## src/core/scr_pkg.sv

```systemverilog
// Notes on behaviour
// - Registers 02h-06h read/write via data port when key is 89h and index matches.
// - In extension adapter mode the adapter base register is the adapter's base address.
// - Writing adapter base drives both adapter strobes low and base onto adapter data.
// - After latching, host reads or writes at that base pulse the matching adapter strobe.
// - In DMA, host read or write with adapter DMA acknowledge asserts the matching strobe.
// - MIDI bits pick divide by 12 when set, 13 when clear; bit 0 second unit.
// - Extra base bit 2 set decodes second serial unit at 3F8h, else register one.
// - Extra base bit 3 set decodes first serial unit at 2F8h, else register one.
// - Select bit 4 at 0 gives portable enables on shared pins, at 1 game strobes.
// - EPP revision bit selects revision 1.9 at 0 and 1.7 at 1; 1.7 default.
// - Game port disable bit 6 disables the game port when set.
// - Legacy mode bit 7 disables bidirectional data; strap high lets control bit steer.
// - Power bits 7:4 power down parallel, game, first serial, second serial units.
// - Bits 3:0 tri-state those units' outputs while powered down, same order.
// - Low nibble of register 05h is the ECP FIFO threshold, reset to zero.
// - Register 06h bit 6 is the high oscillator bit, joined with register zero's two.
// - Two-drive mode: select and motor A or B low for drive 0 or 1 with motor.
// - Four-drive mode: selects always encode drive; both motors low when its motor is set.
// - Pull-up control bit 4 enables floppy input pull-ups at 0, disables at 1.
// - Bits 3 and 2 power down the floppy controller and disk interface.
// - Bits 1 and 0 tri-state floppy and disk interface outputs while powered down.
// - Extension adapter mode is parallel mode bits 10 with extra mode bit 0.
// - Lock bit set blocks all configuration register reads and writes.
package scr_pkg;

  // Host port addresses of the configuration access window and the game port.
  localparam logic [9:0] KEY_PORT = 10'h250;
  localparam logic [9:0] INDEX_PORT = 10'h251;
  localparam logic [9:0] DATA_PORT = 10'h252;
  localparam logic [9:0] GAME_PORT = 10'h201;
  localparam logic [7:0] KEY_VALUE = 8'h89;

  // Register indices and bank layout.
  localparam logic [7:0] IDX_FIRST = 8'h02;
  localparam logic [7:0] IDX_LAST = 8'h06;
  localparam int unsigned NUM_REGS = 5;
  localparam logic [7:0] RST_VALS [NUM_REGS] = '{8'h00, 8'h20, 8'h00, 8'h00, 8'h00};
  localparam logic [7:0] WR_MASKS [NUM_REGS] = '{8'hff, 8'hff, 8'hff, 8'h0f, 8'h7f};
  localparam logic [2:0] OFS_ADP = 3'h0;
  localparam logic [2:0] OFS_SER = 3'h1;
  localparam logic [2:0] OFS_PWR = 3'h2;
  localparam logic [2:0] OFS_FIFO = 3'h3;
  localparam logic [2:0] OFS_DRV = 3'h4;

  // Field positions.
  localparam int unsigned BIT_CEA = 0;
  localparam int unsigned BIT_MIDI_B = 0;
  localparam int unsigned BIT_MIDI_A = 1;
  localparam int unsigned BIT_XBASE_B = 2;
  localparam int unsigned BIT_XBASE_A = 3;
  localparam int unsigned BIT_PORT_SEL = 4;
  localparam int unsigned BIT_EPP_REV = 5;
  localparam int unsigned BIT_GAME_DIS = 6;
  localparam int unsigned BIT_BIDIR_DIS = 7;
  localparam int unsigned BIT_OSC_HI = 6;
  localparam int unsigned BIT_FOUR_DRV = 5;
  localparam int unsigned BIT_PULL_DIS = 4;
  localparam int unsigned BIT_FDC_PWD = 3;
  localparam int unsigned BIT_IDE_PWD = 2;
  localparam int unsigned BIT_FDC_TRI = 1;
  localparam int unsigned BIT_IDE_TRI = 0;
  localparam int unsigned DOR_MOTOR_A = 4;
  localparam int unsigned DOR_MOTOR_B = 5;

  // Serial unit bases.
  localparam logic [9:0] SER_A_FORCED = 10'h2f8;
  localparam logic [9:0] SER_B_FORCED = 10'h3f8;
  localparam logic [9:0] SER_A_TABLE [3] = '{10'h2e8, 10'h3e8, 10'h3f8};
  localparam logic [9:0] SER_B_TABLE [3] = '{10'h3e8, 10'h2e8, 10'h2f8};
  localparam logic [1:0] SER_SEL_OFF = 2'h3;

  // Parallel mode codes {extra bit, two low bits}.
  localparam logic [2:0] PRT_MODE_LEGACY = 3'h0;
  localparam logic [2:0] PRT_MODE_ADAPTER = 3'h2;

  // Serial clock divide ratios.
  localparam logic [3:0] DIV_MIDI = 4'hc;
  localparam logic [3:0] DIV_STD = 4'hd;

  // Adapter base latch pulse.
  localparam int unsigned CORE_CLK_PERIOD_NS = 10;
  localparam int unsigned ADP_LATCH_TIME_NS = 100;
  localparam logic [3:0] ADP_LATCH_CYC =
    4'((ADP_LATCH_TIME_NS + CORE_CLK_PERIOD_NS - 1) / CORE_CLK_PERIOD_NS);

  typedef struct packed {
    logic [9:0] addr;
    logic [7:0] wdata;
    logic rd_n;
    logic wr_n;
    logic aen;
  } scr_host_req_t;

  typedef struct packed {
    logic mo_b_n;
    logic mo_a_n;
    logic ds_b_n;
    logic ds_a_n;
  } scr_drive_pins_t;

  typedef enum logic {ADP_IDLE, ADP_LATCH} scr_adp_state_t;

endpackage : scr_pkg

```

## src/core/scr_clkdiv.sv

```systemverilog
`timescale 1ns/10ps
module scr_clkdiv (
  // Clock and reset.
  input wire logic clk,
  input wire logic rst_n,
  // Ratio select and divided clock.
  input wire logic midi,
  output logic clk_out
);

  logic [3:0] cnt_r;
  logic [3:0] ratio;
  logic [3:0] cnt_nxt;

  assign ratio = midi ? scr_pkg::DIV_MIDI : scr_pkg::DIV_STD;
  // A ratio change applies to the cycle in progress: it wraps at the new ratio, or on the next clock if already past it.
  assign cnt_nxt = (cnt_r >= ratio - 4'h1) ? 4'h0 : cnt_r + 4'h1;

  always_ff @(posedge clk) begin
    if (!rst_n) begin
      cnt_r <= 4'h0;
      clk_out <= 1'b0;
    end else begin
      cnt_r <= cnt_nxt;
      clk_out <= (cnt_nxt < {1'b0, ratio[3:1]});
    end
  end

endmodule : scr_clkdiv

```

## src/core/scr_drive_enc.sv

```systemverilog
`timescale 1ns/10ps
module scr_drive_enc (
  // Clock and reset.
  input wire logic clk,
  input wire logic rst_n,
  // Mode and digital output register.
  input wire logic four_mode,
  input wire logic [7:0] dor,
  output scr_pkg::scr_drive_pins_t pins
);

  logic [1:0] drv;
  logic motor_on;
  scr_pkg::scr_drive_pins_t two_pins;
  scr_pkg::scr_drive_pins_t four_pins;

  assign drv = dor[1:0];
  assign motor_on = dor[scr_pkg::DOR_MOTOR_A + 32'(drv)];
  assign two_pins.ds_a_n = ~(drv == 2'h0 && dor[scr_pkg::DOR_MOTOR_A]);
  assign two_pins.mo_a_n = ~(drv == 2'h0 && dor[scr_pkg::DOR_MOTOR_A]);
  assign two_pins.ds_b_n = ~(drv == 2'h1 && dor[scr_pkg::DOR_MOTOR_B]);
  assign two_pins.mo_b_n = ~(drv == 2'h1 && dor[scr_pkg::DOR_MOTOR_B]);
  assign four_pins.mo_a_n = ~motor_on;
  assign four_pins.mo_b_n = ~motor_on;
  assign four_pins.ds_a_n = drv[0];
  assign four_pins.ds_b_n = drv[1];

  always_ff @(posedge clk) begin
    if (!rst_n) begin
      pins <= '1;
    end else begin
      pins <= four_mode ? four_pins : two_pins;
    end
  end

endmodule : scr_drive_enc

```

## src/core/scr_cfg_bank.sv

```systemverilog
`timescale 1ns/10ps
module scr_cfg_bank (
  // Clock and reset.
  input wire logic CORE_CLK,
  input wire logic RST_N,
  // Host I/O bus.
  input scr_pkg::scr_host_req_t HOST,
  output logic [7:0] SD_OUT,
  output logic SD_OE,
  // Fields held in the other configuration registers.
  input wire logic [1:0] PRT_MODE_LO,
  input wire logic PRT_MODE_HI,
  input wire logic CONFIG_LOCK_BIT,
  input wire logic [1:0] OSC_CTRL_LO,
  input wire logic [1:0] FIRST_SERIAL_SEL,
  input wire logic [1:0] SECOND_SERIAL_SEL,
  // External adapter on the parallel pins.
  input wire logic ADAPTER_DMA_ACK_N,
  output logic ADAPTER_READ_STROBE_N,
  output logic ADAPTER_WRITE_STROBE_N,
  output logic [6:0] ADAPTER_DATA_PINS_OUT,
  output logic ADAPTER_DATA_PINS_OE,
  output logic EXTERNAL_ADAPTER_MODE,
  // Serial units.
  output logic [1:0] SERIAL_CLK_OUT,
  output logic [9:0] FIRST_SERIAL_BASE,
  output logic FIRST_SERIAL_EN,
  output logic [9:0] SECOND_SERIAL_BASE,
  output logic SECOND_SERIAL_EN,
  // Shared game and portable pins.
  input wire logic PORTABLE_FLOPPY_ENABLE_IN,
  input wire logic PORTABLE_EXTERNAL_ENABLE_IN,
  output logic SHARED_PIN_41,
  output logic SHARED_PIN_39,
  output logic GAME_PORT_DISABLE,
  // Parallel port.
  input wire logic PARALLEL_DIRECTION_STRAP,
  input wire logic PRINTER_CTRL_DIR,
  output logic EPP_REVISION_SELECT,
  output logic PARALLEL_BIDIR_EN,
  output logic PARALLEL_DIR_INPUT,
  output logic [3:0] ECP_FIFO_THRESHOLD,
  // Unit power, order parallel, game, first serial, second serial.
  output logic [3:0] UNIT_POWER_DOWN,
  output logic [3:0] UNIT_FLOAT,
  output logic [2:0] OSC_SELECT,
  // Floppy and disk interface.
  input wire logic [7:0] FLOPPY_DOR,
  output logic DRIVE_SELECT_OUT_A_N,
  output logic DRIVE_SELECT_OUT_B_N,
  output logic MOTOR_OUT_A_N,
  output logic MOTOR_OUT_B_N,
  output logic FLOPPY_PULLUP_EN,
  output logic FLOPPY_CTRL_POWER_DOWN,
  output logic DISK_IFACE_POWER_DOWN,
  output logic FLOPPY_CTRL_FLOAT,
  output logic DISK_IFACE_FLOAT
);

  // Host access decode.
  logic wr_prev_r;
  logic [7:0] key_r;
  logic [7:0] index_r;
  logic [7:0] cfg_r [scr_pkg::NUM_REGS];
  wire cpu_io = ~HOST.aen;
  wire wr_start = ~HOST.wr_n & wr_prev_r;
  wire key_hit = cpu_io && HOST.addr == scr_pkg::KEY_PORT;
  wire index_hit = cpu_io && HOST.addr == scr_pkg::INDEX_PORT;
  wire data_hit = cpu_io && HOST.addr == scr_pkg::DATA_PORT;
  wire unlocked = key_r == scr_pkg::KEY_VALUE;
  // The lock bit gates both directions; the key can still be written to close the window.
  wire index_ok = unlocked & ~CONFIG_LOCK_BIT;
  wire in_range = index_r >= scr_pkg::IDX_FIRST && index_r <= scr_pkg::IDX_LAST;
  wire reg_ok = index_ok & in_range;
  wire [2:0] reg_ofs = 3'(index_r - scr_pkg::IDX_FIRST);
  wire key_wr = wr_start & key_hit;
  wire index_wr = wr_start & index_hit & index_ok;
  wire data_wr = wr_start & data_hit & reg_ok;
  wire rd_data = data_hit & reg_ok;
  wire rd_index = index_hit & index_ok;
  wire [7:0] rdata_nxt = rd_data ? cfg_r[reg_ofs] : (rd_index ? index_r : 8'h00);

  // Named views of the bank.
  wire [7:0] ext_adapter_base = cfg_r[scr_pkg::OFS_ADP];
  wire [7:0] serial_game_parallel_config = cfg_r[scr_pkg::OFS_SER];
  wire [7:0] unit_power_tristate_ctrl = cfg_r[scr_pkg::OFS_PWR];
  wire [7:0] ecp_fifo_threshold = cfg_r[scr_pkg::OFS_FIFO];
  wire [7:0] floppy_ide_power_config = cfg_r[scr_pkg::OFS_DRV];

  assign SD_OE = ~HOST.rd_n & (rd_data | rd_index);

  always_ff @(posedge CORE_CLK) begin
    if (!RST_N) begin
      wr_prev_r <= 1'b1;
      key_r <= 8'h00;
      index_r <= 8'h00;
      SD_OUT <= 8'h00;
    end else begin
      wr_prev_r <= HOST.wr_n;
      SD_OUT <= rdata_nxt;
      if (key_wr) begin
        key_r <= HOST.wdata;
      end
      if (index_wr) begin
        index_r <= HOST.wdata;
      end
    end
  end

  // Each register stores only its implemented bits, so reserved bits read zero.
  genvar gi;
  generate
    for (gi = 0; gi < scr_pkg::NUM_REGS; gi++) begin : g_reg
      always_ff @(posedge CORE_CLK) begin
        if (!RST_N) begin
          cfg_r[gi] <= scr_pkg::RST_VALS[gi];
        end else if (data_wr && reg_ofs == 3'(gi)) begin
          cfg_r[gi] <= HOST.wdata & scr_pkg::WR_MASKS[gi];
        end
      end
    end
  endgenerate

  // External adapter.
  scr_pkg::scr_adp_state_t adp_state_r;
  scr_pkg::scr_adp_state_t adp_state_nxt;
  logic [3:0] latch_cnt_r;
  logic [3:0] latch_cnt_nxt;
  wire adapter_mode = {PRT_MODE_HI, PRT_MODE_LO} == scr_pkg::PRT_MODE_ADAPTER;
  wire base_wr = data_wr && reg_ofs == scr_pkg::OFS_ADP;
  wire latching = adp_state_r == scr_pkg::ADP_LATCH;
  wire coarse_compare_bit = ext_adapter_base[scr_pkg::BIT_CEA];
  wire [6:0] stored_adapter_base_bits = ext_adapter_base[7:1];
  wire addr_match = coarse_compare_bit ?
    HOST.addr[9:4] == stored_adapter_base_bits[6:1] :
    HOST.addr[9:3] == stored_adapter_base_bits;
  wire dma_ack = ~ADAPTER_DMA_ACK_N;
  wire adp_sel = adapter_mode & ~latching & ((cpu_io & addr_match) | dma_ack);
  wire adp_rd = adp_sel & ~HOST.rd_n;
  wire adp_wr = adp_sel & ~HOST.wr_n;

  always_comb begin
    adp_state_nxt = adp_state_r;
    latch_cnt_nxt = latch_cnt_r;
    unique case (adp_state_r)
      scr_pkg::ADP_IDLE: begin
        if (base_wr && adapter_mode) begin
          adp_state_nxt = scr_pkg::ADP_LATCH;
          latch_cnt_nxt = scr_pkg::ADP_LATCH_CYC;
        end
      end
      scr_pkg::ADP_LATCH: begin
        latch_cnt_nxt = latch_cnt_r - 4'h1;
        if (latch_cnt_r == 4'h1) begin
          adp_state_nxt = scr_pkg::ADP_IDLE;
        end
      end
    endcase
  end

  // Strobes are registered so that address decode glitches never reach the adapter.
  always_ff @(posedge CORE_CLK) begin
    if (!RST_N) begin
      adp_state_r <= scr_pkg::ADP_IDLE;
      latch_cnt_r <= 4'h0;
      ADAPTER_READ_STROBE_N <= 1'b1;
      ADAPTER_WRITE_STROBE_N <= 1'b1;
      ADAPTER_DATA_PINS_OUT <= 7'h00;
      ADAPTER_DATA_PINS_OE <= 1'b0;
    end else begin
      adp_state_r <= adp_state_nxt;
      latch_cnt_r <= latch_cnt_nxt;
      ADAPTER_READ_STROBE_N <= ~((adp_state_nxt == scr_pkg::ADP_LATCH) | adp_rd);
      ADAPTER_WRITE_STROBE_N <= ~((adp_state_nxt == scr_pkg::ADP_LATCH) | adp_wr);
      ADAPTER_DATA_PINS_OUT <= base_wr ? HOST.wdata[7:1] : stored_adapter_base_bits;
      ADAPTER_DATA_PINS_OE <= adp_state_nxt == scr_pkg::ADP_LATCH;
    end
  end

  assign EXTERNAL_ADAPTER_MODE = adapter_mode;

  // Serial clocks: index 0 is the second unit, index 1 the first.
  wire [1:0] midi_bits = {serial_game_parallel_config[scr_pkg::BIT_MIDI_A],
                          serial_game_parallel_config[scr_pkg::BIT_MIDI_B]};
  generate
    for (gi = 0; gi < 2; gi++) begin : g_ser_clk
      scr_clkdiv u_div (
        .clk(CORE_CLK),
        .rst_n(RST_N),
        .midi(midi_bits[gi]),
        .clk_out(SERIAL_CLK_OUT[gi])
      );
    end
  endgenerate

  // Serial bases.
  wire first_serial_extra_base = serial_game_parallel_config[scr_pkg::BIT_XBASE_A];
  wire second_serial_extra_base = serial_game_parallel_config[scr_pkg::BIT_XBASE_B];
  wire first_off = FIRST_SERIAL_SEL == scr_pkg::SER_SEL_OFF;
  wire second_off = SECOND_SERIAL_SEL == scr_pkg::SER_SEL_OFF;
  assign FIRST_SERIAL_BASE = first_serial_extra_base ? scr_pkg::SER_A_FORCED :
    (first_off ? 10'h000 : scr_pkg::SER_A_TABLE[FIRST_SERIAL_SEL]);
  assign FIRST_SERIAL_EN = first_serial_extra_base | ~first_off;
  assign SECOND_SERIAL_BASE = second_serial_extra_base ? scr_pkg::SER_B_FORCED :
    (second_off ? 10'h000 : scr_pkg::SER_B_TABLE[SECOND_SERIAL_SEL]);
  assign SECOND_SERIAL_EN = second_serial_extra_base | ~second_off;

  // Game port and shared pins.
  wire adapter_portable_select = serial_game_parallel_config[scr_pkg::BIT_PORT_SEL];
  wire game_port_disable = serial_game_parallel_config[scr_pkg::BIT_GAME_DIS];
  wire game_hit = cpu_io && HOST.addr == scr_pkg::GAME_PORT && !game_port_disable &&
    !UNIT_POWER_DOWN[2];
  wire game_read_strobe_n = ~(game_hit & ~HOST.rd_n);
  wire game_write_strobe_n = ~(game_hit & ~HOST.wr_n);

  always_ff @(posedge CORE_CLK) begin
    if (!RST_N) begin
      SHARED_PIN_41 <= 1'b1;
      SHARED_PIN_39 <= 1'b1;
    end else begin
      SHARED_PIN_41 <= adapter_portable_select ? game_read_strobe_n :
        PORTABLE_FLOPPY_ENABLE_IN;
      SHARED_PIN_39 <= adapter_portable_select ? game_write_strobe_n :
        PORTABLE_EXTERNAL_ENABLE_IN;
    end
  end

  assign GAME_PORT_DISABLE = game_port_disable;

  // Parallel port.
  wire legacy_mode = {PRT_MODE_HI, PRT_MODE_LO} == scr_pkg::PRT_MODE_LEGACY;
  assign EPP_REVISION_SELECT = serial_game_parallel_config[scr_pkg::BIT_EPP_REV];
  assign PARALLEL_BIDIR_EN = legacy_mode &
    ~serial_game_parallel_config[scr_pkg::BIT_BIDIR_DIS];
  assign PARALLEL_DIR_INPUT = PARALLEL_BIDIR_EN & PARALLEL_DIRECTION_STRAP &
    PRINTER_CTRL_DIR;
  assign ECP_FIFO_THRESHOLD = ecp_fifo_threshold[3:0];

  // Unit power and float.
  assign UNIT_POWER_DOWN = unit_power_tristate_ctrl[7:4];
  assign UNIT_FLOAT = unit_power_tristate_ctrl[7:4] & unit_power_tristate_ctrl[3:0];
  assign OSC_SELECT = {floppy_ide_power_config[scr_pkg::BIT_OSC_HI], OSC_CTRL_LO};

  // Floppy and disk interface.
  scr_pkg::scr_drive_pins_t drive_pins;
  scr_drive_enc u_drive (
    .clk(CORE_CLK),
    .rst_n(RST_N),
    .four_mode(floppy_ide_power_config[scr_pkg::BIT_FOUR_DRV]),
    .dor(FLOPPY_DOR),
    .pins(drive_pins)
  );
  assign DRIVE_SELECT_OUT_A_N = drive_pins.ds_a_n;
  assign DRIVE_SELECT_OUT_B_N = drive_pins.ds_b_n;
  assign MOTOR_OUT_A_N = drive_pins.mo_a_n;
  assign MOTOR_OUT_B_N = drive_pins.mo_b_n;
  assign FLOPPY_PULLUP_EN = ~floppy_ide_power_config[scr_pkg::BIT_PULL_DIS];
  assign FLOPPY_CTRL_POWER_DOWN = floppy_ide_power_config[scr_pkg::BIT_FDC_PWD];
  assign DISK_IFACE_POWER_DOWN = floppy_ide_power_config[scr_pkg::BIT_IDE_PWD];
  assign FLOPPY_CTRL_FLOAT = FLOPPY_CTRL_POWER_DOWN &
    floppy_ide_power_config[scr_pkg::BIT_FDC_TRI];
  assign DISK_IFACE_FLOAT = DISK_IFACE_POWER_DOWN &
    floppy_ide_power_config[scr_pkg::BIT_IDE_TRI];

endmodule : scr_cfg_bank

```

## config.mk

```make
export PLATFORM = sky130hd
export DESIGN_NAME = scr_cfg_bank
export DESIGN_NICKNAME = d
export VERILOG_FILES = /design/src/core/scr_pkg.sv /design/src/core/scr_clkdiv.sv /design/src/core/scr_drive_enc.sv /design/src/core/scr_cfg_bank.sv
export SDC_FILE = /design/constraint.sdc
export NUM_CORES = 1
export LEC_CHECK = 0
export ABC_AREA = 1
export BUFFER_PORTS_ARGS = -buffer_cell sky130_fd_sc_hd__clkbuf_2
export CORE_MARGIN = 2
export CORE_UTILIZATION = 35
export DETAILED_ROUTE_END_ITERATION = 8
export GPL_ROUTABILITY_DRIVEN = 1
export SLEW_MARGIN = 20
export SYNTH_ARGS = -nofsm -noshare
export SYNTH_HDL_FRONTEND = slang
export SYNTH_SLANG_ARGS = --single-unit
```

## constraint.sdc

```tcl
create_clock -name CORE_CLK -period 3.1 [get_ports CORE_CLK]
set_clock_uncertainty 0.15 [all_clocks]
set_input_delay 0.465 -clock CORE_CLK [delete_from_list [all_inputs] [get_ports CORE_CLK]]
set_output_delay 0.465 -clock CORE_CLK [all_outputs]
set_load 0.05 [all_outputs]
```

### After elaboration in Yosys (flattened, before gate mapping)

Memories as Yosys holds them, arrays and structs flattened.
Index checks and enable logic that the tools add are counted.

| word-level totals | value |
|---|---|
| register bits | 55 |
| output and inout bits | 74 |
| word-level logic and storage cells | 176 |
| memories | 1 |
| bits in writable memories | 40 |
| bits of input ports | 46 |

| cells by class | value |
|---|---|
| order comparisons | 9 |
| muxes and demuxes | 49 |
| $add $sub $neg | 7 |
| equality and inequality tests | 17 |
| reduce and logical (&&, ||, !) cells | 20 |
| bitwise gates (word level) | 54 |

Memory list:

| name | depth | bits a word | rd ports | clocked after Yosys merged registers in | write ports | line | source |
|---|---|---|---|---|---|---|---|
| cfg_r | 5 | 8 | 6 | 0 | 5 | scr_cfg_bank.sv:64 | `logic [7:0] cfg_r [scr_pkg::NUM_REGS];` |

Operator list:

| kind | number |
|---|---|
| 10-bit 2-to-1 mux | 8 |
| 8-bit 2-to-1 mux | 7 |
| 10-bit binary-select mux with 2-bit select | 2 |
| 10-bit == test, second input constant | 4 |
| 32-bit by 4-bit < comparator with 1-bit output, second input constant | 1 |
| 1-bit 2-to-1 mux | 24 |
| 1-bit AND | 23 |
| 1-bit inverter | 17 |
| 4-bit 2-to-1 mux | 4 |
| 1-bit logical AND | 15 |
| 4-bit by 1-bit subtractor with 4-bit output, second input constant | 3 |
| 1-bit bitwise OR | 11 |
| 3-bit by 2-bit == test with 1-bit output, second input constant | 3 |
| 4-bit by 1-bit adder with 4-bit output, second input constant | 2 |
| 8-bit == test, second input constant | 1 |
| 4-bit >= comparator | 2 |
| 8-bit by 2-bit >= comparator with 1-bit output, second input constant | 1 |
| 8-bit by 3-bit <= comparator with 1-bit output, second input constant | 1 |
| 4-bit by 3-bit < comparator with 1-bit output, second input constant | 2 |
| 4-bit case mux with 2 select lines | 1 |
| 7-bit == test | 1 |
| 7-bit 2-to-1 mux | 1 |
| 6-bit == test | 1 |
| 3-bit >= comparator, second input constant | 2 |
| 15 further kinds | 19 |

### Longest topological paths before layout

Gate-level depths: netlist of run 1.

| depth | value |
|---|---|
| depth after elaboration | 10 |
| mapped depth | 12 |
| depth with buffers taken out | 12 |

### By module

Synthesis of run 1 repeated with hierarchy kept, for this count alone.

| second synthesis, totals | value |
|---|---|
| cells, all modules | 550 |
| area, all modules | 4461.8 um2 |

Modules (own cells, without submodules):

| module | sequential area each (um2) | cells an instance | area an instance (um2) | times used |
|---|---|---|---|---|
| scr_cfg_bank | 1871.8 | 445 | 3719.8 | 1 |
| scr_clkdiv | 100.1 | 39 | 280.3 | 2 |
| scr_drive_enc | 80.1 | 27 | 181.4 | 1 |

### Worst setup path before layout of run 1

No wires, ideal clock.

| timing path | value |
|---|---|
| path type | input-to-output |
| start point | input PRT_MODE_LO[1] |
| end point | output PARALLEL_DIR_INPUT |
| cell stages on the path | 2 |
| buffers on the path | 0 |
| arrival | 2742 ps |
| setup slack | -257 ps |
| cell sequence | nor4_1 -> and3_1 |

| between the ends | value |
|---|---|
| longest elaborated chain between the ends | 4 |

RTL lines:

| what | line | source |
|---|---|---|
| from (decl) | scr_cfg_bank.sv:11 | `input wire logic [1:0] PRT_MODE_LO,` |
| 3-bit zero test | scr_cfg_bank.sv:231 | `wire legacy_mode = {PRT_MODE_HI, PRT_MODE_LO} == scr_pkg::PRT_MODE_LEGACY;` |
| 1-bit AND | scr_cfg_bank.sv:233 | `assign PARALLEL_BIDIR_EN = legacy_mode &` |
| 1-bit AND (2 in a row) | scr_cfg_bank.sv:235 | `assign PARALLEL_DIR_INPUT = PARALLEL_BIDIR_EN & PARALLEL_DIRECTION_STRAP &` |
| to (decl) | scr_cfg_bank.sv:41 | `output logic PARALLEL_DIR_INPUT,` |

No other way between the ends.

### Worst setup path after layout of run 1

| timing path | value |
|---|---|
| start point | register index_r[1] |
| end point | output SD_OE |

| between the ends | value |
|---|---|
| longest elaborated chain between the ends | 6 |
| elaborated cells on any way between the ends | 7 |
| classes of those cells | 2 x order compare; 4 x bitwise; 1 x reduce/logical |

RTL lines:

| what | line | source |
|---|---|---|
| from (decl) | scr_cfg_bank.sv:63 | `logic [7:0] index_r;` |
| from (signal assigned) | scr_cfg_bank.sv:105 | `index_r <= HOST.wdata;` |
| 8-bit by 2-bit >= comparator with 1-bit output or 8-bit by 3-bit <= comparator with 1-bit output (tied branches) | scr_cfg_bank.sv:73 | `wire in_range = index_r >= scr_pkg::IDX_FIRST && index_r <= scr_pkg::IDX_LAST;` |
| 1-bit logical AND (*) | scr_cfg_bank.sv:73 |  |
| 1-bit AND (*) | scr_cfg_bank.sv:74 | `wire reg_ok = index_ok & in_range;` |
| 1-bit AND (*) | scr_cfg_bank.sv:79 | `wire rd_data = data_hit & reg_ok;` |
| 1-bit bitwise OR (*) | scr_cfg_bank.sv:90 | `assign SD_OE = ~HOST.rd_n & (rd_data \| rd_index);` |
| 1-bit AND (*) | scr_cfg_bank.sv:90 |  |
| to (decl) | scr_cfg_bank.sv:9 | `output logic SD_OE,` |

Every way passes the cells marked *; elsewhere a longest branch is shown, timed or not.

==> impl_metrics.py, run 1 <==
metrics = {
    "floorplan": {
        "initial_core_util_pct": 36.18,
        "fp.dieW_um": 115.9,
        "die_span_in_y_um": 115.9,
        "design.die.area_um2": 13430,
        "io-pin-count": 120,
        "placement_rows": 40,
        "core_region_area_um2": 12110,
    },
    "critical_path": {
        "critical_path.max_fanout": 7,
        "worstPathArrival_ns": 1.96,
        "worst_r2r_startpoint": "index_r[1]",
        "cpLargestDelayFamily": "flip-flops",
        "critical_path.n_buffers_inverters": 2,
        "crit_top_cell": "sky130_fd_sc_hd__a21oi_1",
        "r2r.worst_path.cells": 5,
        "worst_r2r_endpoint": "cfg_r[0][7]",
        "path_cells": "ha_1, a21oi_1, nor2_1, nand3_1, nor2_4, inv_2, a21oi_1, clkbuf_2",
        "worstSetupPathType": "register to primary output",
        "cp_data_required_time_ns": 2.48,
        "crit_path_max_incr_delay_ns": 0.44,
        "crit_slowest_cell": "sky130_fd_sc_hd__dfxtp_1",
        "reg2reg_setup_slack_ns": 0.61,
        "critical_path.endpoint_type": "primary output",
        "timing.critical_path.from_type": "register",
    },
    "cells_and_area": {
        "multi_input_comb_area_um2": 1690,
        "area_growth_pct": 20.05,
        "final.fill_count": 1264,
        "final_layout_size_suffix_gt1_share_pct": 23.43,
        "final_nets": 690,
        "antenna_cells": 0,
        "register_area_um2": 2152,
        "final-instance-count-excl-fill": 804,
    },
    "place": {
        "dp_hpwl_um": 8878,
        "dpl_worst_slack_ns": 0.5917,
        "numPlacedInstances": 788,
        "port_buffers": 107,
        "routabilityCongestion": 0.8658,
    },
    "global_routing": {
        "grt_antenna_before_repair": 0,
        "first_global_vias": 3652,
        "grt_max_degree": 31,
        "grt_pass1_wl_um": 17970,
        "grt_usage_pct": 17.36,
        "overflow": 0,
    },
    "cts": {
        "post_cts_repair_timing_setup_buffer_count": 0,
        "cts_tree": "yes",
        "clk_root_buffer_cell": "sky130_fd_sc_hd__clkbuf_16",
        "cts_made_buffers": 9,
        "cts_buffer_depth": 2,
        "clock_latency_ns": 0.34,
        "htree_num_levels": 3,
        "cts.clk_slew.worst_paths_ns": 0.07,
        "cts_hold_buffers": 0,
        "cts-resized-gates": 0,
        "cts_sinks": 90,
    },
    "pwr": {
        "vdd_ir_drop_max_mv": 0.2426,
        "power_density_nw_per_um2": 506.5,
        "power.leakage_nw": 2.591,
    },
    "synth": {
        "synthesis.instances": 536,
        "syn-mean-instance-area_um2": 8.175,
        "number_of_flip_flops_and_latches_in_the_synthesized_netlist": 90,
        "synth.cell_area_um2": 4382,
        "postSynth.asyncResetShare_pct": 0,
        "yosys_warnings": 0,
        "ys_dominant_reg_cell": "sky130_fd_sc_hd__dfxtp_1",
        "yosys.cell_types.count": 39,
        "synth_edf_count": 35,
        "seq_area_frac_synth_pct": 49.11,
    },
    "status": {
        "outcome": "finished, final reports clean",
    },
    "drt": {
        "detail_route.drc_violations": 0,
        "routed_wirelength_um": 11350,
        "avgViaCountPerCell": 4.705,
        "detail-route-antenna-nets": 0,
        "drt_first_iter_violations": 195,
        "wire_length_per_cell_after_detailed_routing_um": 14.12,
        "num_vias": 3783,
        "drt_pass1_iterations": 5,
    },
    "timing": {
        "maxClockFrequency_mhz": 388.6,
        "setup_viol_count_final": 0,
        "period_needed_ns": 2.573,
        "fin_tns_setup_ns": 0,
        "unrepaired_setup_endpoints_after_global_routing": "false",
        "layout_setup_ws_ns": 0.5267,
        "share_of_the_clock_period_used_by_the_worst_path_pct": 83.01,
        "hold_viol": 0,
        "maxSlewHeadroom_pct": 54.43,
        "final_max_slew_viol_count": 0,
        "tightest_slew_ns": 0.6835,
    },
    "worst_hold_path": {
        "hold_path_depth": 3,
        "worst_hold_path.endpoint": "SHARED_PIN_39",
        "worstHoldPathType": "input pin to register",
        "worst_min_path_start": "PORTABLE_EXTERNAL_ENABLE_IN",
    },
    "run": {
        "maxCapViolCount": 0,
    },
}
## cell usage after synthesis (2+ instances only)
library cell / number / area (um2)
sky130_fd_sc_hd__o22ai_1: 7 / 43.79
sky130_fd_sc_hd__inv_2: 6 / 22.52
sky130_fd_sc_hd__nor3_1: 4 / 20.02
sky130_fd_sc_hd__edfxtp_1: 35 / 1051
sky130_fd_sc_hd__nand2_4: 2 / 22.52
sky130_fd_sc_hd__o211ai_1: 3 / 22.52
sky130_fd_sc_hd__buf_2: 2 / 10.01
sky130_fd_sc_hd__o21ai_0: 44 / 220.2
sky130_fd_sc_hd__clkbuf_1: 5 / 18.77
sky130_fd_sc_hd__nor2_1: 77 / 289.0
sky130_fd_sc_hd__nand4_1: 8 / 50.05
sky130_fd_sc_hd__a21oi_1: 33 / 165.2
sky130_fd_sc_hd__a22o_1: 2 / 17.52
sky130_fd_sc_hd__clkinv_1: 2 / 7.510
sky130_fd_sc_hd__nor4_1: 2 / 12.51
sky130_fd_sc_hd__nand3_2: 3 / 30.03
sky130_fd_sc_hd__nand3_1: 26 / 130.1
sky130_fd_sc_hd__xnor2_1: 4 / 35.03
sky130_fd_sc_hd__inv_1: 80 / 300.3
sky130_fd_sc_hd__ha_1: 13 / 162.7
sky130_fd_sc_hd__o21ai_1: 5 / 25.02
sky130_fd_sc_hd__dfxtp_1: 55 / 1101
sky130_fd_sc_hd__buf_4: 26 / 195.2
sky130_fd_sc_hd__nand2_1: 75 / 281.5
sky130_fd_sc_hd__xor2_1: 2 / 17.52
sky130_fd_sc_hd__nor2_4: 2 / 22.52
## worst max path at each step
stage                   start                  to  slack (ns)  cells past startpoint
3_3_place_gp       index_r[1]         cfg_r[0][6]        0.65                      5
6_report           index_r[1]               SD_OE        0.53                      8
5_1_grt            index_r[1]               SD_OE        0.37                      8
2_1_floorplan  PRT_MODE_LO[1]  PARALLEL_DIR_INPUT        0.41                      2
4_1_cts            index_r[1]               SD_OE        0.51                      8
3_5_place_dp       index_r[1]         cfg_r[0][5]        0.59                      5
## power by group
group          switching [mW]  internal (mW)
registers              0.0272           1.27
logic                   0.247         0.0814
clock network           0.453          0.590
## per-layer routing
| metal | vias up | global-route usage [%] | routed length, um |
|---|---|---|---|
| li1 | 1902 | - | - |
| met1 | 1744 | 23.42 | 5291 |
| met2 | 120 | 28.23 | 5310 |
| met3 | 17 | 2.929 | 540 |
| met4 | 0 | 6.190 | 208 |
| met5 | - | 0 | 0 |
## worst register-to-register path, cell delays in order (launching register included)
cell                      delay, ns
sky130_fd_sc_hd__dfxtp_1       0.37
sky130_fd_sc_hd__ha_1          0.51
sky130_fd_sc_hd__inv_1         0.27
sky130_fd_sc_hd__nor2_1        0.37
sky130_fd_sc_hd__nand2_4       0.14
sky130_fd_sc_hd__nand2_1       0.34
## per-stage QoR
step | util [%] | cell area (um2) | power (mW) | hold WS, ns
floorplan | - | 4407 | 1.562 | 0.2797
global placement | 41.03 | 4970 | 1.641 | 0.2935
detailed placement | 41.03 | 4970 | 1.648 | 0.2979
CTS | 43.43 | 5260 | 2.684 | 0.1942
global route | 43.43 | 5260 | 2.763 | 0.2202
finish | 43.43 | 5260 | 2.664 | 0.2029
## layout by cell type (no fill, tap or decap), types with 3 or more instances in the layout
| cell | Yosys | layout |
|---|---|---|
| sky130_fd_sc_hd__clkbuf_2 | 0 | 107 |
| sky130_fd_sc_hd__buf_4 | 26 | 6 |
| sky130_fd_sc_hd__nor2_1 | 77 | 77 |
| sky130_fd_sc_hd__clkbuf_16 | 0 | 9 |
| sky130_fd_sc_hd__ha_1 | 13 | 13 |
| sky130_fd_sc_hd__clkinv_4 | 0 | 3 |
| sky130_fd_sc_hd__nor3_1 | 4 | 4 |
| sky130_fd_sc_hd__nand3_1 | 26 | 26 |
| sky130_fd_sc_hd__inv_2 | 6 | 6 |
| sky130_fd_sc_hd__nand3_2 | 3 | 3 |
| sky130_fd_sc_hd__o211ai_1 | 3 | 3 |
| sky130_fd_sc_hd__xnor2_1 | 4 | 4 |
| sky130_fd_sc_hd__o21ai_0 | 44 | 44 |
| sky130_fd_sc_hd__conb_1 | 1 | 6 |
| sky130_fd_sc_hd__inv_1 | 80 | 80 |
| sky130_fd_sc_hd__o21ai_1 | 5 | 5 |
| sky130_fd_sc_hd__nand2_1 | 75 | 75 |
| sky130_fd_sc_hd__nand4_1 | 8 | 8 |
| sky130_fd_sc_hd__edfxtp_1 | 35 | 35 |
| sky130_fd_sc_hd__dfxtp_1 | 55 | 55 |
| sky130_fd_sc_hd__a21oi_1 | 33 | 33 |
| sky130_fd_sc_hd__o22ai_1 | 7 | 7 |
## kinds of logic after synthesis
group / count (synthesis) / synth area share (%)
and+or+nand+nor: 206 / 21.16
buffers and inverters: 123 / 12.88
AOI/OAI and AO/OA: 97 / 11.85
DFF: 90 / 49.11
adders and majority gates: 13 / 3.712
xor gates and xnor gates: 6 / 1.199
other: 1 / 0.08558
## final cells by class
type | instances | area share (%)
inverter | 89 | 6.399
timing repair buffer | 113 | 11.04
clock inverter | 5 | 0.7136
tap | 168 | 3.996
multi-input combinational | 328 | 32.14
clock buffer | 11 | 4.805
sequential | 90 | 40.91
## state kept, by name, indices dropped and copies added, names as in the netlist, 2 cells and up
name,cells
key_r,8
ADAPTER_DATA_PINS_OUT,7
index_r,8
cfg_r,35
latch_cnt_r,4
SD_OUT,8
g_ser_clk.u_div.clk_out,2
u_drive.pins,4
g_ser_clk.u_div.cnt_r,8
Power figures use the tool's default switching activity.
==> inputs of run 2 (changes only) <==
Clock period 3.1 ns to 2.2 ns, I/O delays scaled along.
==> run 2 against run 1 <==
Effect of this change:
- sequential share of layout area is 0.99 points lower
- global-route usage is 0.21 points higher
- critical path depth is 1 higher
- non-clock buffer count is 9 higher
- setup slack worse by 0.43 ns
- cell count is 1.1% higher
- via count is 1.0% higher
- flip-flop and latch count stayed put
- worst hold slack worse by 0.13 ns
- critical path type unchanged
- highest routed layer unchanged
==> impl_metrics.py, run 2 (synthesis results as in run 1) <==
metrics = {
    "drt": {
        "avgViaCountPerCell": 4.700,
        "wire_length_per_cell_after_detailed_routing_um": 14.09,
        "drt_pass1_iterations": 4,
        "num_vias": 3821,
        "detail_route.drc_violations": 0,
        "detail-route-antenna-nets": 0,
        "routed_wirelength_um": 11460,
        "drt_first_iter_violations": 230,
    },
    "pwr": {
        "intPower_mw": 2.671,
        "power.leakage_nw": 2.647,
        "power_density_nw_per_um2": 686.6,
        "sw_frac_of_total_pct": 28.07,
        "vdd_ir_drop_max_mv": 0.3063,
        "clkPwrFrac_pct": 38.2,
        "post-layout-total-power_mw": 3.714,
        "net-switching-power_mw": 1.043,
        "power.share.combinational_pct": 12.7,
        "share_seq_of_total_power_pct": 49.0,
    },
    "global_routing": {
        "grt_pass1_wl_um": 18110,
        "grt_antenna_before_repair": 0,
        "overflow": 0,
        "grt_usage_pct": 17.57,
        "grt_max_degree": 44,
        "first_global_vias": 3631,
    },
    "cts": {
        "clock_latency_ns": 0.34,
        "cts_hold_buffers": 0,
        "cts.clk_slew.worst_paths_ns": 0.06,
        "clk_root_buffer_cell": "sky130_fd_sc_hd__clkbuf_16",
        "cts_sinks": 90,
        "cts_tree": "yes",
        "cts_buffer_depth": 2,
        "htree_num_levels": 3,
        "cts_made_buffers": 9,
    },
    "worst_hold_path": {
        "worstHoldPathType": "input pin to register",
        "hold_path_depth": 3,
    },
    "cells_and_area": {
        "final-instance-count-excl-fill": 813,
        "final_common_cell": "sky130_fd_sc_hd__clkbuf_2",
        "area_growth_pct": 23.44,
        "finalInstanceArea_um2": 5409,
        "final_layout_size_suffix_gt1_share_pct": 26.20,
        "largest_register": "cfg_r",
        "layout.cells.most_common_list": "sky130_fd_sc_hd__clkbuf_2, sky130_fd_sc_hd__inv_1, sky130_fd_sc_hd__nand2_1, sky130_fd_sc_hd__nor2_1, sky130_fd_sc_hd__dfxtp_1",
        "final.fill_count": 1205,
        "final_nets": 699,
        "antenna_cells": 0,
        "largest_reg_flops": 35,
    },
    "floorplan": {
        "core_region_area_um2": 12110,
        "placement_rows": 40,
        "fp.dieW_um": 115.9,
        "die_span_in_y_um": 115.9,
        "io-pin-count": 120,
        "design.die.area_um2": 13430,
        "initial_core_util_pct": 36.18,
    },
    "timing": {
        "final_max_slew_viol_count": 0,
        "tightest_slew_ns": 0.6938,
        "setup_viol_count_final": 0,
        "period_needed_ns": 2.099,
        "maxSlewHeadroom_pct": 53.57,
        "maxClockFrequency_mhz": 476.4,
        "hold_viol": 0,
        "share_of_the_clock_period_used_by_the_worst_path_pct": 95.42,
    },
    "critical_path": {
        "worstSetupPathType": "register to primary output",
        "critical_path.endpoint_type": "primary output",
        "cp_data_required_time_ns": 1.72,
        "critical_path.max_fanout": 4,
        "timing.critical_path.from_type": "register",
        "r2r.worst_path.cells": 12,
        "worstPathArrival_ns": 1.62,
    },
    "place": {
        "place_area_um2": 5060,
        "routabilityCongestion": 0.8521,
        "numPlacedInstances": 794,
        "port_buffers": 107,
        "dp_hpwl_um": 8946,
    },
    "status": {
        "outcome": "finished, final reports clean",
    },
    "run": {
        "maxCapViolCount": 0,
    },
}
-- run 2: path summary, 6_finish.rpt --
| path | endpoint | slack (ns) | startpoint |
|---|---|---|---|
| min reg2reg | key_r[0] | 0.30 | key_r[0] |
| max | SD_OE | 0.10 | index_r[2] |
| max reg2reg | cfg_r[0][7] | 0.16 | index_r[2] |
| min | SHARED_PIN_39 | 0.07 | PORTABLE_EXTERNAL_ENABLE_IN |
-- run 2: metrics by stage --
step	setup TNS (ns)	util, %	hold WS [ns]	setup WS, ns
CTS	0	44.23	0.06587	0.01295
detailed placement	0	41.78	0.2966	0.07849
finish	0	44.66	0.07056	0.1008
floorplan	0	-	0.2797	0.02592
global placement	0	41.78	0.2900	0.09583
global route	-0.005488	44.66	0.08648	-0.005488
-- run 2: timing repair --
item                                    in CTS  in global routing
gates cloned                                 0                  0
buffers inserted                             1                  2
resized for setup                            5                 11
pin swaps                                    1                  7
endpoints found under the setup margin       1                 21
-- run 2: area by class of cell --
type | instances | area (um2) | area share (%)
Inverter | 89 | 339.1 | 6.269
Clock inverter | 6 | 41.29 | 0.7634
Timing Repair Buffer | 122 | 675.6 | 12.49
Multi-Input combinational cell | 328 | 1754 | 32.43
Tap cell | 168 | 210.2 | 3.886
Clock buffer | 10 | 229.0 | 4.233
Sequential cell | 90 | 2160 | 39.93
-- run 2: layer usage --
layer	wire (um)	GRT usage, %	up-vias
met4	280	7.937	0
met3	732	3.190	20
met2	5200	26.86	130
met1	5245	24.29	1747
met5	0	0	-
li1	-	-	1924
-- run 2: power groups by stage --
| stage | Combinational [mW] | Sequential, mW | Clock, mW |
|---|---|---|---|
| floorplan | 0.290 | 1.92 | 0 |
| global placement | 0.465 | 1.86 | 0 |
| detailed placement | 0.473 | 1.86 | 0 |
| CTS | 0.475 | 1.82 | 1.44 |
| global route | 0.513 | 1.83 | 1.52 |
| finish | 0.473 | 1.82 | 1.42 |
-- run 2: critical path: stages, from the launching register on --
cell and delay [ns]:
sky130_fd_sc_hd__dfxtp_4 0.37, sky130_fd_sc_hd__inv_1 0.07, sky130_fd_sc_hd__nand2_1 0.08, sky130_fd_sc_hd__nand2_1 0.06
sky130_fd_sc_hd__nor2_2 0.11, sky130_fd_sc_hd__nand3_2 0.10, sky130_fd_sc_hd__nor2_4 0.12, sky130_fd_sc_hd__inv_4 0.05
sky130_fd_sc_hd__a21oi_4 0.17, sky130_fd_sc_hd__buf_12 0.15
==> inputs of run 3 (changes only) <==
Settings changed: CTS_BUF_LIST set to sky130_fd_sc_hd__clkbuf_8, SYNTH_HIERARCHICAL set to 1.
==> run 3 against run 2 <==
Effect of this change:
- combinational power down 3%
- core utilization down 0.56 points
- critical path depth is 1 lower
- first-iteration DRC count up 3.0%
- sequential power about the same
- clock-buffer cell count fell by 1
- setup slack lost 0.028 ns
- fmax down 1.3%
- via count rose by 2.1%
- cell count increased by 3.3%
- power is 6.7% lower
==> impl_metrics.py, run 3 <==
metrics = {
    "status": {
        "outcome": "finished, final reports clean",
    },
    "synth": {
        "number_of_flip_flops_and_latches_in_the_synthesized_netlist": 90,
        "yosysMostFrequentCell": "sky130_fd_sc_hd__nand2_1",
        "top_post_synthesis_cells_by_count": "sky130_fd_sc_hd__nand2_1, sky130_fd_sc_hd__nor2_1, sky130_fd_sc_hd__inv_1",
        "synth.cell_area_um2": 4462,
        "yosys.cell_types.count": 40,
        "cell_type_with_the_highest_aggregate_area_in_the_netlist": "sky130_fd_sc_hd__dfxtp_1",
        "synth_edf_count": 35,
        "ys_dominant_reg_cell": "sky130_fd_sc_hd__dfxtp_1",
        "postSynth.asyncResetShare_pct": 0,
        "seq_area_frac_synth_pct": 48.23,
        "synth_top_cells_by_area": "sky130_fd_sc_hd__dfxtp_1, sky130_fd_sc_hd__edfxtp_1, sky130_fd_sc_hd__nand2_1",
        "syn-mean-instance-area_um2": 8.112,
        "yosys_warnings": 6,
        "synth_top_area_share_pct": 24.68,
        "synthesis.instances": 550,
    },
    "floorplan": {
        "placement_rows": 41,
        "io-pin-count": 120,
        "initial_core_util_pct": 35.65,
        "design.die.area_um2": 13670,
        "core_region_area_um2": 12520,
        "die_span_in_y_um": 116.9,
        "fp.dieW_um": 116.9,
    },
    "drt": {
        "detail_route.drc_violations": 0,
        "wire_length_per_cell_after_detailed_routing_um": 13.78,
        "drt_first_iter_violations": 237,
        "routed_wirelength_um": 11580,
        "num_vias": 3900,
        "drt_pass1_iterations": 4,
        "detail-route-antenna-nets": 0,
        "avgViaCountPerCell": 4.643,
    },
    "place": {
        "port_buffers": 107,
        "numPlacedInstances": 819,
        "routabilityCongestion": 0.8614,
        "dpl_worst_slack_ns": 0.06801,
        "dp_hpwl_um": 8954,
    },
    "cts": {
        "cts_sinks": 90,
        "clock_latency_ns": 0.37,
        "cts_buffer_depth": 2,
        "cts_hold_buffers": 0,
        "htree_num_levels": 3,
        "cts_tree": "yes",
        "cts.clk_slew.worst_paths_ns": 0.09,
        "clk_root_buffer_cell": "sky130_fd_sc_hd__clkbuf_8",
        "cts_made_buffers": 9,
    },
    "timing": {
        "share_of_the_clock_period_used_by_the_worst_path_pct": 96.69,
        "maxClockFrequency_mhz": 470.1,
        "unrepaired_setup_endpoints_after_global_routing": "true",
        "final_max_slew_viol_count": 0,
        "setup_viol_count_final": 0,
        "tightest_slew_ns": 0.7104,
        "maxSlewHeadroom_pct": 52.27,
        "period_needed_ns": 2.127,
        "layout_setup_ws_ns": 0.07291,
        "hold_viol": 0,
    },
    "cells_and_area": {
        "multi_input_comb_area_um2": 1872,
        "layout.cells.most_common_list": "sky130_fd_sc_hd__clkbuf_2, sky130_fd_sc_hd__nand2_1, sky130_fd_sc_hd__inv_1, sky130_fd_sc_hd__nor2_1, sky130_fd_sc_hd__dfxtp_1",
        "largest_register": "cfg_r",
        "antenna_cells": 0,
        "final_layout_size_suffix_gt1_share_pct": 28.59,
        "area_growth_pct": 23.72,
        "register_area_um2": 2162,
        "final_common_cell": "sky130_fd_sc_hd__clkbuf_2",
        "largest_reg_flops": 35,
        "final-instance-count-excl-fill": 840,
        "final.fill_count": 1274,
        "final_nets": 722,
    },
    "global_routing": {
        "grt_pass1_wl_um": 17990,
        "first_global_vias": 3528,
        "grt_max_degree": 18,
        "grt_antenna_before_repair": 0,
        "overflow": 0,
        "grt_usage_pct": 17.55,
    },
    "critical_path": {
        "path_cells": "ha_4, a21oi_2, nor2_1, nand2_1, nor2_4, a21oi_4, nor2_2, buf_8",
        "worstPathArrival_ns": 1.65,
        "timing.critical_path.from_type": "register",
        "critical_path.max_fanout": 4,
        "cp_data_required_time_ns": 1.72,
        "crit_path_max_incr_delay_ns": 0.39,
        "crit_slowest_cell": "sky130_fd_sc_hd__dfxtp_4",
        "worstSetupPathType": "register to primary output",
        "critical_path.endpoint_type": "primary output",
    },
    "pwr": {
        "share_seq_of_total_power_pct": 52.4,
        "net-switching-power_mw": 0.9500,
        "clkPwrFrac_pct": 34.3,
        "power_density_nw_per_um2": 627.6,
        "power.leakage_nw": 2.650,
        "intPower_mw": 2.515,
        "vdd_ir_drop_max_mv": 0.3111,
        "power.share.combinational_pct": 13.3,
        "sw_frac_of_total_pct": 27.42,
    },
    "run": {
        "maxCapViolCount": 0,
    },
    "worst_hold_path": {
        "worstHoldPathType": "input pin to register",
    },
}
-- run 3: changes by cell type in the layout (fill, tap and decap cells not counted), moves of 7 or more --
cell | before | now
sky130_fd_sc_hd__nand2_2 | 0 | 8
sky130_fd_sc_hd__a211oi_1 | 0 | 8
sky130_fd_sc_hd__nand2_1 | 75 | 86
sky130_fd_sc_hd__clkbuf_8 | 0 | 9
sky130_fd_sc_hd__o21ai_0 | 44 | 31
sky130_fd_sc_hd__buf_4 | 14 | 21
sky130_fd_sc_hd__nor2_2 | 2 | 12
sky130_fd_sc_hd__clkbuf_16 | 9 | 0
-- run 3: critical path: cells and delay by family, from the launching register on --
family                   cells  cell delay [ns]
AO/OA/AOI/OAI                2             0.10
flip-flops                   1             0.39
AND/OR/NAND/NOR              4             0.52
adder cells (fa/ha/maj)      1             0.13
buffers and inverters        1             0.16
-- run 3: logic make-up (layout without fill, tap and decap cells) --
kind of cell | count (synthesis) | count (layout) | share of synthesized area (%)
compound gates | 86 | 86 | 11.16
xor+xnor | 2 | 2 | 0.3927
fa+ha+maj | 13 | 13 | 3.646
buf+inv | 120 | 233 | 12.28
flops | 90 | 90 | 48.23
mux | 1 | 1 | 0.2243
other cells | 1 | 6 | 0.08405
simple gates | 237 | 237 | 23.98
-- run 3: stage by stage --
| stage | power (mW) | cell area [um2] | utilization, % | hold slack [ns] | TNS, ns |
|---|---|---|---|---|---|
| after floorplan | 2.182 | 4496 | - | 0.2859 | -1.413 |
| after global placement | 2.302 | 5169 | 41.29 | 0.3084 | 0 |
| after detailed placement | 2.311 | 5169 | 41.29 | 0.3157 | 0 |
| after CTS | 3.481 | 5410 | 43.22 | 0.02232 | 0 |
| after global routing | 3.589 | 5520 | 44.10 | 0.03930 | -0.1258 |
| final | 3.465 | 5520 | 44.10 | 0.03189 | 0 |
-- run 3: power groups by stage --
stage	Clock, mW	Sequential [mW]	Combinational (mW)
2_1_floorplan	0	1.91	0.273
3_3_place_gp	0	1.85	0.447
3_5_place_dp	0	1.86	0.455
4_1_cts	1.21	1.82	0.459
5_1_grt	1.27	1.82	0.502
6_report	1.19	1.82	0.460
-- run 3: area by class of cell --
cell class,instances,area share [%]
Multi-Input combinational cell,345,33.91
Timing Repair Buffer,131,13.35
Clock inverter,7,1.428
Clock buffer,9,2.244
Inverter,86,6.006
Sequential cell,90,39.17
Tap cell,172,3.898
-- run 3: final timing paths --
path,from,to,slack [ns],cells after the start
worst max-delay path,index_r[2],SD_OE,0.07,8
worst min-delay path,PORTABLE_FLOPPY_ENABLE_IN,SHARED_PIN_41,0.03,3
worst max register to register,index_r[2],cfg_r[2][1],0.11,11
worst min register to register,index_r[5],index_r[5],0.32,2
-- run 3: what timing repair did --
item / CTS / global route
setup endpoints to repair: 1 / 51
pin swaps: 3 / 10
setup buffers: 2 / 4
resized for setup: 9 / 28
-- run 3: metal layers --
metal	global-route usage (%)	part of all wire (%)
met5	0	0
met4	7.059	1.4
met3	3.141	5.5
met2	27.67	48
met1	23.97	45
